### config.mk
export PLATFORM = sky130hd
export DESIGN_NAME = pcicfg_header_regs
export DESIGN_NICKNAME = d
export VERILOG_FILES = /design/src/shared/pcicfg_pkg.sv /design/src/rtl/pcicfg_header_regs.sv /design/src/rtl/pcicfg_rd_mux.sv /design/src/rtl/pcicfg_win_decode.sv
export VERILOG_INCLUDE_DIRS = /design/src /design/src/shared
export SDC_FILE = /design/constraint.sdc
export NUM_CORES = 1
export LEC_CHECK = 0
export BUFFER_PORTS_ARGS = -buffer_cell sky130_fd_sc_hd__buf_2
export CELL_PAD_IN_SITES_DETAIL_PLACEMENT = 0
export CELL_PAD_IN_SITES_GLOBAL_PLACEMENT = 1
export CORE_MARGIN = 2
export CORE_UTILIZATION = 39
export DETAILED_ROUTE_END_ITERATION = 8
export PLACE_DENSITY = 0.93
export SYNTH_ARGS = -nofsm -noshare
export SYNTH_HDL_FRONTEND = slang
export SYNTH_HIERARCHICAL = 1
export SYNTH_SLANG_ARGS = --single-unit
export TNS_END_PERCENT = 100
### constraint.sdc
create_clock -name i_core_clk -period 6.8 [get_ports i_core_clk]
set_input_delay 0.68 -clock i_core_clk [delete_from_list [all_inputs] [get_ports i_core_clk]]
set_output_delay 0.68 -clock i_core_clk [all_outputs]
set_load 0.02 [all_outputs]
### src/shared/pcicfg_cfg.svh
// Offsets, field positions, reset and fixed values of the header mirror
`ifndef PCICFG_CFG_SVH
`define PCICFG_CFG_SVH

// Local control-space offsets
`define PCICFG_OFS_MEM2_BASE 16'hd018
`define PCICFG_OFS_IO_BASE 16'hd01c
`define PCICFG_OFS_SUBSYS 16'hd02c
`define PCICFG_OFS_CAP_PTR 16'hd034
`define PCICFG_OFS_CFG2 16'hd03c

// Configuration header offsets mirrored by the registers above
`define PCICFG_HDR_MEM2_BASE 8'h18
`define PCICFG_HDR_IO_BASE 8'h1c
`define PCICFG_HDR_SUBSYS 8'h2c
`define PCICFG_HDR_CAP_PTR 8'h34
`define PCICFG_HDR_CFG2 8'h3c

// Field positions
`define PCICFG_MEM_BA_HI 31
`define PCICFG_MEM_BA_LO 20
`define PCICFG_IO_BA_HI 31
`define PCICFG_IO_BA_LO 8
`define PCICFG_SUBSYS_ID_FIELD_HI 31
`define PCICFG_SUBSYS_ID_FIELD_LO 16
`define PCICFG_SUBSYS_VENDOR_FIELD_HI 15
`define PCICFG_SUBSYS_VENDOR_FIELD_LO 0
`define PCICFG_ML_HI 31
`define PCICFG_ML_LO 24
`define PCICFG_MG_HI 23
`define PCICFG_MG_LO 16
`define PCICFG_IP_HI 15
`define PCICFG_IP_LO 8
`define PCICFG_IL_HI 7
`define PCICFG_IL_LO 0

// Reset values
`define PCICFG_RST_MEM_BA 12'h000
`define PCICFG_RST_IO_BA 24'h000000
`define PCICFG_RST_ID16 16'h0000
`define PCICFG_RST_BYTE 8'h00

// Fixed read-only values
`define PCICFG_MEM_PREFETCH 1'b0
`define PCICFG_MEM_TYPE 2'b00
`define PCICFG_MEM_SPACE 1'b0
`define PCICFG_IO_SPACE 1'b1
`define PCICFG_CAP_OFFSET 8'hdc
`define PCICFG_ZERO_WORD 32'h00000000

// Memory window size select width, always-compared top bits and interrupt pin code limits
`define PCICFG_SIZE_W 9
`define PCICFG_TOP_MASK 3'b111
`define PCICFG_INT_PIN_MAX 8'h04
`define PCICFG_INT_PIN_NONE 8'h00

`endif

### src/shared/pcicfg_pkg.sv
// Types shared by the header mirror register bank
package pcicfg_pkg;

	typedef enum logic [2:0]
	{
		PCICFG_REG_NONE,
		PCICFG_REG_MEM2,
		PCICFG_REG_IO,
		PCICFG_REG_SUBSYS,
		PCICFG_REG_CAP,
		PCICFG_REG_CFG2
	} pcicfg_reg_id_t;

	typedef struct packed
	{
		logic [11:0] mem2_base;
		logic [23:0] io_base;
		logic [15:0] subsys_id_field;
		logic [15:0] subsys_vendor_field;
		logic [7:0]  max_latency_field;
		logic [7:0]  min_grant_field;
		logic [7:0]  interrupt_pin_field;
		logic [7:0]  interrupt_line_field;
	} pcicfg_hdr_t;

	typedef struct packed
	{
		logic        sel;
		logic        we;
		logic [15:0] addr;
		logic [31:0] wdata;
	} pcicfg_local_req_t;

	typedef struct packed
	{
		logic        sel;
		logic        we;
		logic [7:0]  offset;
		logic [31:0] wdata;
	} pcicfg_hdr_req_t;

endpackage

### src/rtl/pcicfg_header_regs.sv
// Configuration header mirror registers with local and header access ports
//
// Notes on behaviour
// - Memory window two base sits at local 0xd018, mirroring header 0x18.
// - Memory window two base bits 31:20 are read/write, reset zero.
// - Size field selects memory window two span from 1MB to 512MB.
// - Memory window two prefetch flag, bit 3, reads fixed zero.
// - Memory window two bits 2:1 read 00, meaning 32-bit region.
// - Bit 0 of memory window base reads zero, memory space.
// - I/O base at local 0xd01c mirrors header 0x1c, bits 31:8 writable.
// - I/O window decodes a fixed 256 bytes from its base.
// - I/O base bit 0 reads fixed one, I/O space.
// - Subsystem word holds ID in 31:16, vendor in 15:0, reset zero.
// - Subsystem fields change only while load enable is one.
// - Data word two write under load enable loads the subsystem word.
// - Subsystem and latency words are inaccessible locally in agent mode.
// - Capability pointer bits 7:0 read fixed 0xdc.
// - Data word three write under load enable loads latency word.
// - Max latency field, bits 31:24, resets zero; units of 250ns.
// - Min grant field, bits 23:16, resets zero; units of 250ns.
// - Interrupt pin field, bits 15:8, resets zero; 05h-FFh reserved.
// - Interrupt line field is plain storage with no effect.
`timescale 1ns/1ns
`include "pcicfg_cfg.svh"
module pcicfg_header_regs
(
	// Clock and reset
	input  wire logic                         i_core_clk,
	input  wire logic                         i_reset,

	// Local control-space access
	input  wire pcicfg_pkg::pcicfg_local_req_t i_local_req,
	output wire logic [31:0]                  o_local_rdata,
	output wire logic                         o_local_ack,
	output wire logic                         o_local_err,

	// Configuration header access from the bus
	input  wire pcicfg_pkg::pcicfg_hdr_req_t  i_hdr_req,
	output wire logic [31:0]                  o_hdr_rdata,
	output wire logic                         o_hdr_ack,

	// Load-configuration path
	input  wire logic                         i_load_config_enable,
	input  wire logic                         i_config_data_word_two_wr,
	input  wire logic                         i_config_data_word_three_wr,
	input  wire logic [31:0]                  i_config_load_wdata,

	// Controller mode
	input  wire logic                         i_agent_mode,

	// Target window decode
	input  wire logic [`PCICFG_SIZE_W-1:0]    i_target_size_config_zero,
	input  wire logic                         i_target_addr_valid,
	input  wire logic [31:0]                  i_target_addr,
	output wire logic                         o_mem2_hit,
	output wire logic                         o_io_hit,

	// Stored header state
	output wire pcicfg_pkg::pcicfg_hdr_t      o_hdr,
	output wire logic                         o_int_pin_valid
);

	// Register state
	pcicfg_pkg::pcicfg_hdr_t hdr_q;
	pcicfg_pkg::pcicfg_hdr_t hdr_d;
	logic [31:0]             local_rdata_q;
	logic                    local_ack_q;
	logic                    local_err_q;
	logic [31:0]             hdr_rdata_q;
	logic                    hdr_ack_q;
	logic                    mem2_hit_q;
	logic                    io_hit_q;
	logic                    int_pin_valid_q;

	// Decode wires
	pcicfg_pkg::pcicfg_reg_id_t local_id;
	pcicfg_pkg::pcicfg_reg_id_t local_rd_id;
	pcicfg_pkg::pcicfg_reg_id_t hdr_id;
	wire logic [31:0]           local_word;
	wire logic [31:0]           hdr_word;
	wire logic                  local_blocked;
	wire logic                  local_unmapped;
	wire logic                  local_wr;
	wire logic                  hdr_wr;
	wire logic                  wr_mem2_local;
	wire logic                  wr_mem2_hdr;
	wire logic                  wr_io_local;
	wire logic                  wr_io_hdr;
	wire logic                  load_subsys;
	wire logic                  load_cfg2;
	wire logic                  mem2_match;
	wire logic                  io_match;

	function automatic pcicfg_pkg::pcicfg_reg_id_t local_decode
	(
		input logic [15:0] addr
	);
		pcicfg_pkg::pcicfg_reg_id_t id;
		id = pcicfg_pkg::PCICFG_REG_NONE;
		if (addr == `PCICFG_OFS_MEM2_BASE)
			id = pcicfg_pkg::PCICFG_REG_MEM2;
		else if (addr == `PCICFG_OFS_IO_BASE)
			id = pcicfg_pkg::PCICFG_REG_IO;
		else if (addr == `PCICFG_OFS_SUBSYS)
			id = pcicfg_pkg::PCICFG_REG_SUBSYS;
		else if (addr == `PCICFG_OFS_CAP_PTR)
			id = pcicfg_pkg::PCICFG_REG_CAP;
		else if (addr == `PCICFG_OFS_CFG2)
			id = pcicfg_pkg::PCICFG_REG_CFG2;
		return id;
	endfunction

	function automatic pcicfg_pkg::pcicfg_reg_id_t hdr_decode
	(
		input logic [7:0] offset
	);
		pcicfg_pkg::pcicfg_reg_id_t id;
		id = pcicfg_pkg::PCICFG_REG_NONE;
		if (offset == `PCICFG_HDR_MEM2_BASE)
			id = pcicfg_pkg::PCICFG_REG_MEM2;
		else if (offset == `PCICFG_HDR_IO_BASE)
			id = pcicfg_pkg::PCICFG_REG_IO;
		else if (offset == `PCICFG_HDR_SUBSYS)
			id = pcicfg_pkg::PCICFG_REG_SUBSYS;
		else if (offset == `PCICFG_HDR_CAP_PTR)
			id = pcicfg_pkg::PCICFG_REG_CAP;
		else if (offset == `PCICFG_HDR_CFG2)
			id = pcicfg_pkg::PCICFG_REG_CFG2;
		return id;
	endfunction

	// Address decoding for both access ports
	assign local_id = local_decode(i_local_req.addr);
	assign hdr_id = hdr_decode(i_hdr_req.offset);

	// Agent mode hides two words from the local side only
	assign local_blocked = i_agent_mode
		& ((local_id == pcicfg_pkg::PCICFG_REG_SUBSYS)
		| (local_id == pcicfg_pkg::PCICFG_REG_CFG2));
	assign local_unmapped = local_id == pcicfg_pkg::PCICFG_REG_NONE;
	assign local_rd_id = local_blocked
		? pcicfg_pkg::PCICFG_REG_NONE : local_id;

	// Write strobes
	assign local_wr = i_local_req.sel & i_local_req.we & ~local_blocked;
	assign hdr_wr = i_hdr_req.sel & i_hdr_req.we;
	assign wr_mem2_local = local_wr
		& (local_id == pcicfg_pkg::PCICFG_REG_MEM2);
	assign wr_mem2_hdr = hdr_wr
		& (hdr_id == pcicfg_pkg::PCICFG_REG_MEM2);
	assign wr_io_local = local_wr
		& (local_id == pcicfg_pkg::PCICFG_REG_IO);
	assign wr_io_hdr = hdr_wr
		& (hdr_id == pcicfg_pkg::PCICFG_REG_IO);

	// Subsystem and latency words only move through the load path
	assign load_subsys = i_load_config_enable
		& i_config_data_word_two_wr;
	assign load_cfg2 = i_load_config_enable
		& i_config_data_word_three_wr;

	// Next state; a header-side write wins over a local one in the same cycle
	always_comb
	begin
		hdr_d = hdr_q;
		if (wr_mem2_hdr)
			hdr_d.mem2_base = i_hdr_req.wdata[`PCICFG_MEM_BA_HI:
				`PCICFG_MEM_BA_LO];
		else if (wr_mem2_local)
			hdr_d.mem2_base = i_local_req.wdata[`PCICFG_MEM_BA_HI:
				`PCICFG_MEM_BA_LO];
		if (wr_io_hdr)
			hdr_d.io_base = i_hdr_req.wdata[`PCICFG_IO_BA_HI:
				`PCICFG_IO_BA_LO];
		else if (wr_io_local)
			hdr_d.io_base = i_local_req.wdata[`PCICFG_IO_BA_HI:
				`PCICFG_IO_BA_LO];
		if (load_subsys)
		begin
			hdr_d.subsys_id_field = i_config_load_wdata[
				`PCICFG_SUBSYS_ID_FIELD_HI:`PCICFG_SUBSYS_ID_FIELD_LO];
			hdr_d.subsys_vendor_field = i_config_load_wdata[
				`PCICFG_SUBSYS_VENDOR_FIELD_HI:`PCICFG_SUBSYS_VENDOR_FIELD_LO];
		end
		if (load_cfg2)
		begin
			hdr_d.max_latency_field = i_config_load_wdata[
				`PCICFG_ML_HI:`PCICFG_ML_LO];
			hdr_d.min_grant_field = i_config_load_wdata[
				`PCICFG_MG_HI:`PCICFG_MG_LO];
			hdr_d.interrupt_pin_field = i_config_load_wdata[
				`PCICFG_IP_HI:`PCICFG_IP_LO];
			hdr_d.interrupt_line_field = i_config_load_wdata[
				`PCICFG_IL_HI:`PCICFG_IL_LO];
		end
	end

	// Header state
	always_ff @(posedge i_core_clk)
	begin
		if (i_reset)
		begin
			hdr_q.mem2_base <= `PCICFG_RST_MEM_BA;
			hdr_q.io_base <= `PCICFG_RST_IO_BA;
			hdr_q.subsys_id_field <= `PCICFG_RST_ID16;
			hdr_q.subsys_vendor_field <= `PCICFG_RST_ID16;
			hdr_q.max_latency_field <= `PCICFG_RST_BYTE;
			hdr_q.min_grant_field <= `PCICFG_RST_BYTE;
			hdr_q.interrupt_pin_field <= `PCICFG_RST_BYTE;
			hdr_q.interrupt_line_field <= `PCICFG_RST_BYTE;
		end
		else
			hdr_q <= hdr_d;
	end

	// Read word assembly, one per port
	pcicfg_rd_mux u_local_mux
	(
		.i_hdr  (hdr_q),
		.i_id   (local_rd_id),
		.o_word (local_word)
	);

	pcicfg_rd_mux u_hdr_mux
	(
		.i_hdr  (hdr_q),
		.i_id   (hdr_id),
		.o_word (hdr_word)
	);

	// Local answer one cycle after the request; refused reads return zero
	always_ff @(posedge i_core_clk)
	begin
		if (i_reset)
		begin
			local_rdata_q <= `PCICFG_ZERO_WORD;
			local_ack_q <= 1'b0;
			local_err_q <= 1'b0;
		end
		else
		begin
			local_ack_q <= i_local_req.sel;
			local_err_q <= i_local_req.sel
				& (local_unmapped | local_blocked);
			if (i_local_req.sel & ~i_local_req.we)
				local_rdata_q <= local_word;
			else
				local_rdata_q <= `PCICFG_ZERO_WORD;
		end
	end

	// Header-side answer, same timing as the local one
	always_ff @(posedge i_core_clk)
	begin
		if (i_reset)
		begin
			hdr_rdata_q <= `PCICFG_ZERO_WORD;
			hdr_ack_q <= 1'b0;
		end
		else
		begin
			hdr_ack_q <= i_hdr_req.sel;
			if (i_hdr_req.sel & ~i_hdr_req.we)
				hdr_rdata_q <= hdr_word;
			else
				hdr_rdata_q <= `PCICFG_ZERO_WORD;
		end
	end

	// Window compare against the stored bases
	pcicfg_win_decode u_win
	(
		.i_mem2_base  (hdr_q.mem2_base),
		.i_io_base    (hdr_q.io_base),
		.i_size_sel   (i_target_size_config_zero),
		.i_addr       (i_target_addr),
		.o_mem2_match (mem2_match),
		.o_io_match   (io_match)
	);

	// Hits are registered so the data path sees a clean level
	always_ff @(posedge i_core_clk)
	begin
		if (i_reset)
		begin
			mem2_hit_q <= 1'b0;
			io_hit_q <= 1'b0;
			int_pin_valid_q <= 1'b0;
		end
		else
		begin
			mem2_hit_q <= i_target_addr_valid & mem2_match;
			io_hit_q <= i_target_addr_valid & io_match;
			// Reserved pin codes are stored but flagged as unusable
			int_pin_valid_q <= (hdr_q.interrupt_pin_field
				!= `PCICFG_INT_PIN_NONE)
				& (hdr_q.interrupt_pin_field
				<= `PCICFG_INT_PIN_MAX);
		end
	end

	// Outputs
	assign o_local_rdata = local_rdata_q;
	assign o_local_ack = local_ack_q;
	assign o_local_err = local_err_q;
	assign o_hdr_rdata = hdr_rdata_q;
	assign o_hdr_ack = hdr_ack_q;
	assign o_mem2_hit = mem2_hit_q;
	assign o_io_hit = io_hit_q;
	assign o_hdr = hdr_q;
	assign o_int_pin_valid = int_pin_valid_q;

endmodule

### src/rtl/pcicfg_rd_mux.sv
// Read word assembly for one register of the header mirror
`timescale 1ns/1ns
`include "pcicfg_cfg.svh"
module pcicfg_rd_mux
(
	// Stored header state
	input  wire pcicfg_pkg::pcicfg_hdr_t    i_hdr,
	// Register selected
	input  wire pcicfg_pkg::pcicfg_reg_id_t i_id,
	// Assembled word
	output wire logic [31:0]                o_word
);

	wire logic [31:0] mem2_word;
	wire logic [31:0] io_word;
	wire logic [31:0] subsys_word;
	wire logic [31:0] cap_word;
	wire logic [31:0] cfg2_word;

	// Reserved bits are packed as zero
	assign mem2_word = {i_hdr.mem2_base, 16'h0000,
		`PCICFG_MEM_PREFETCH, `PCICFG_MEM_TYPE,
		`PCICFG_MEM_SPACE};
	assign io_word = {i_hdr.io_base, 7'h00,
		`PCICFG_IO_SPACE};
	assign subsys_word = {i_hdr.subsys_id_field,
		i_hdr.subsys_vendor_field};
	assign cap_word = {24'h000000, `PCICFG_CAP_OFFSET};
	assign cfg2_word = {i_hdr.max_latency_field, i_hdr.min_grant_field,
		i_hdr.interrupt_pin_field,
		i_hdr.interrupt_line_field};

	assign o_word =
		(i_id == pcicfg_pkg::PCICFG_REG_MEM2)   ? mem2_word :
		(i_id == pcicfg_pkg::PCICFG_REG_IO)     ? io_word :
		(i_id == pcicfg_pkg::PCICFG_REG_SUBSYS) ? subsys_word :
		(i_id == pcicfg_pkg::PCICFG_REG_CAP)    ? cap_word :
		(i_id == pcicfg_pkg::PCICFG_REG_CFG2)   ? cfg2_word :
		`PCICFG_ZERO_WORD;

endmodule

### src/rtl/pcicfg_win_decode.sv
// Target window address compare for memory window two and the I/O window
`timescale 1ns/1ns
`include "pcicfg_cfg.svh"
module pcicfg_win_decode
(
	// Programmed bases
	input  wire logic [11:0]               i_mem2_base,
	input  wire logic [23:0]               i_io_base,
	// Size select, a one leaves that address bit out of the compare
	input  wire logic [`PCICFG_SIZE_W-1:0] i_size_sel,
	// Address under test
	input  wire logic [31:0]               i_addr,
	// Compare results
	output wire logic                      o_mem2_match,
	output wire logic                      o_io_match
);

	wire logic [11:0] mem_mask;

	// Top three bits always compared, so the window never exceeds 512MB
	assign mem_mask = {`PCICFG_TOP_MASK, ~i_size_sel};
	assign o_mem2_match =
		((i_addr[`PCICFG_MEM_BA_HI:`PCICFG_MEM_BA_LO] ^ i_mem2_base)
		& mem_mask) == 12'h000;
	assign o_io_match =
		i_addr[`PCICFG_IO_BA_HI:`PCICFG_IO_BA_LO] == i_io_base;

endmodule

==> impl_metrics.yaml <==
critical_path:
  cp-start-kind: "input port"
  crit_chain: "buf_2 -> nor4_2 -> nand2_1 -> nor2_4 -> buf_4 -> and3b_1 -> o2bb2ai_1 -> and2_1"
  cpMaxStageDelayCell: "and3b_1"
  worstPathArrival_ns: 3.64
  max_stage_delay_ns: 0.84
  cp.buffers_inverters: 2
  cp_max_fo: 58
  rr_worst_depth: 5
  cp_top_family: "simple AND/OR/NAND/NOR gates"
  cp.depth: 8
  path_class: "input port to flop"
  required_ns: 7.16
  worstSetupEndpointType: "flop"
worst_hold_path:
  hp-class: "input port to flop"
  hold_depth: 3
grt:
  antenna_found_initial: 1
  grt_max_degree: 73
  first_global_vias: 8204
  grt_pass1_wl_mm: 46.9
  grt_overflow: 0
  track_usage: 0.252
clocking:
  cts_hold_buf: 0
  cts_tree: "done"
  cts_buffers: 17
  cts_buffer_depth: 2
  cts.sinks: 170
  h-tree-depth: 4
  cts_resized: 0
  cts-root-buf: "clkbuf_16"
  path_clk_slew_ns: 0.07
  clock_latency_ns: 0.42
  cts_setup_buffers: 0
timing:
  max_freq_mhz: 305
  rsz0062_at_grt: "false"
  holdWs_ns: 0.468
  finalSetupViolations: 0
  hold_viol_final: 0
  period_minus_slack_ns: 3.27
  slew_viol_final: 0
  setup_tns_ns: 0
  fin_crit_sh: 0.481
  fin_skew_ns: 0.00937
  maxSlewHeadroom: 0.131
  worst_pin_slew_ns: 1.30
power_and_ir_drop:
  p_switching_mw: 0.575
  ir_drop_v: 0.000116
  comb_power_share: 0.086
  swShare: 0.260
  p_leak_nw: 4.48
  internal_power_mw: 1.64
  power_density_nw_per_um2: 204
  seqPwrFrac: 0.468
  pwr-share-clk: 0.446
layout:
  mostFrequentLayoutCell: "buf_2"
  area_delta_synth_final_pct: 24.1
  multi_input_area_um2: 4790
  nets: 1391
  drive_gt1_frac: 0.346
  layout_common_cells: "317 x buf_2, 205 x nand2_1, 170 x dfxtp_1, 69 x and2_1, 66 x a21oi_1"
  fill_cells: 2168
  seqCellArea_um2: 3400
detailed_routing:
  drc: 0
  drt_first_pass_iters: 5
  viasPerCell: 5.48
  wire_per_inst_um: 20.0
  antenna_left: 0
  drtIter0Drc: 489
  wl_mm: 30.2
  dr_total_vias: 8291
synth:
  async_reset_ff_frac: 0
  syn-instance-count: 952
  synth_area_um2: 8730
  yosys-mux-area-fraction: 0.0562
  synth_edf_count: 0
  ys_ff_latch: 170
  synth-compound-area-share: 0.166
  synth-main-ff-cell: "dfxtp_1"
  synth_top_family_by_area: "simple AND/OR/NAND/NOR gates"
  synth-xor-area-share: 0.0391
  synth-seq-area-share: 0.390
  yosys.area_share.adder: 0.00115
  yosys.area_share.simple: 0.281
  syn_nets: 1124
  ys_types: 53
  yosysWarningCount: 6
  syn_avg_cell_area_um2: 9.17
die:
  pin_count: 342
  num_rows: 54
  dieArea_um2: 23600
  initial_core_util: 0.399
  die_h_um: 154
  die_x_um: 154
  core_area_um2: 21900
placed_design:
  portBuffers: 317
  dp_hpwl_mm: 20.9
  globalplace.congestion: 0.875
status:
  status: "completed"
run:
  drv_cap: 0
sequential cells by signal, summed over array words and instances, names as in the netlist:
signal	count
o_int_pin_valid	1
o_local_rdata	32
o_hdr_ack	1
o_io_hit	1
o_local_ack	1
o_hdr	100
o_local_err	1
o_mem2_hit	1
o_hdr_rdata	32
per-layer routing:
| metal | wire [µm] | GRT usage | up-vias |
|---|---|---|---|
| li1 | - | - | 3933 |
| met1 | 12600 | 0.315 | 3953 |
| met4 | 920 | 0.0939 | 0 |
| met2 | 14600 | 0.424 | 350 |
| met5 | 0 | 0 | - |
| met3 | 2110 | 0.0572 | 55 |
path summary, 6_finish.rpt:
check	slack (ns)	end	start
worst max-delay path	3.53	o_hdr_rdata[16]	i_hdr_req[33]
worst min-delay path	0.47	o_hdr[72]	i_hdr_req[16]
worst max register to register	5.05	o_mem2_hit	o_hdr[88]
worst min register to register	0.49	o_hdr[2]	o_hdr[2]
synth_stat cells (6+ instances only):
| cell type | n | area [µm²] |
|---|---|---|
| a21oi_1 | 66 | 330 |
| a32o_1 | 10 | 100 |
| and2_1 | 69 | 432 |
| buf_4 | 8 | 60.1 |
| buf_6 | 21 | 236 |
| clkbuf_1 | 45 | 169 |
| dfxtp_1 | 170 | 3400 |
| mux2i_1 | 49 | 490 |
| nand2_1 | 205 | 769 |
| nand2b_1 | 13 | 81.3 |
| nand3b_1 | 8 | 60.1 |
| nand4_1 | 39 | 244 |
| nand4b_1 | 25 | 219 |
| nand4bb_1 | 24 | 270 |
| nor2_1 | 7 | 26.3 |
| nor2b_1 | 6 | 37.5 |
| o211ai_1 | 37 | 278 |
| o211ai_2 | 24 | 300 |
| o2bb2ai_1 | 6 | 52.6 |
| o2bb2ai_2 | 20 | 300 |
| xnor2_1 | 20 | 175 |
| xor2_1 | 19 | 166 |
power groups by stage:
| stage | Clock (mW) | Combinational [mW] | Sequential (mW) |
|---|---|---|---|
| 6_report | 0.986 | 0.190 | 1.04 |
| 5_1_grt | 1.04 | 0.206 | 1.04 |
| 2_1_floorplan | 0 | 0.0688 | 1.08 |
| 4_1_cts | 1.01 | 0.190 | 1.04 |
| 3_5_place_dp | 0 | 0.189 | 1.06 |
| 3_3_place_gp | 0 | 0.187 | 1.06 |
logic make-up after synthesis:
group	Yosys count
AND/OR/NAND/NOR	433
AO/OA/AOI/OAI	175
flip-flops	170
buffers and inverters	85
multiplexers	49
XOR/XNOR	39
adder cells (fa/ha/maj)	1
through the flow:
step	instance area, µm²	setup slack, ns	std cells	total power [mW]	utilization
final	10800	3.53	1513	2.21	0.495
after global routing	10800	3.38	1513	2.29	0.495
after CTS	10800	3.52	1512	2.23	0.495
after detailed placement	10200	3.07	1480	1.25	0.468
after global placement	10200	3.11	1480	1.25	0.468
after floorplan	8730	4.09	952	1.14	-
area by class of cell:
cell class,instances,share of cell area
Antenna cell,1,0.000231
Clock buffer,18,0.0396
Clock inverter,14,0.0149
Inverter,2,0.000693
Multi-Input combinational cell,697,0.442
Sequential cell,170,0.314
Tap cell,280,0.0323
Timing Repair Buffer,331,0.156
worst reg2reg max path, stage by stage, from the launching register on:
cell     delay [ns]
dfxtp_1        0.38
xnor2_1        0.28
o22ai_1        0.11
or4_1          0.55
nor3_2         0.21
and3b_1        0.17
No activity file was read; power rests on OpenSTA's default activity.
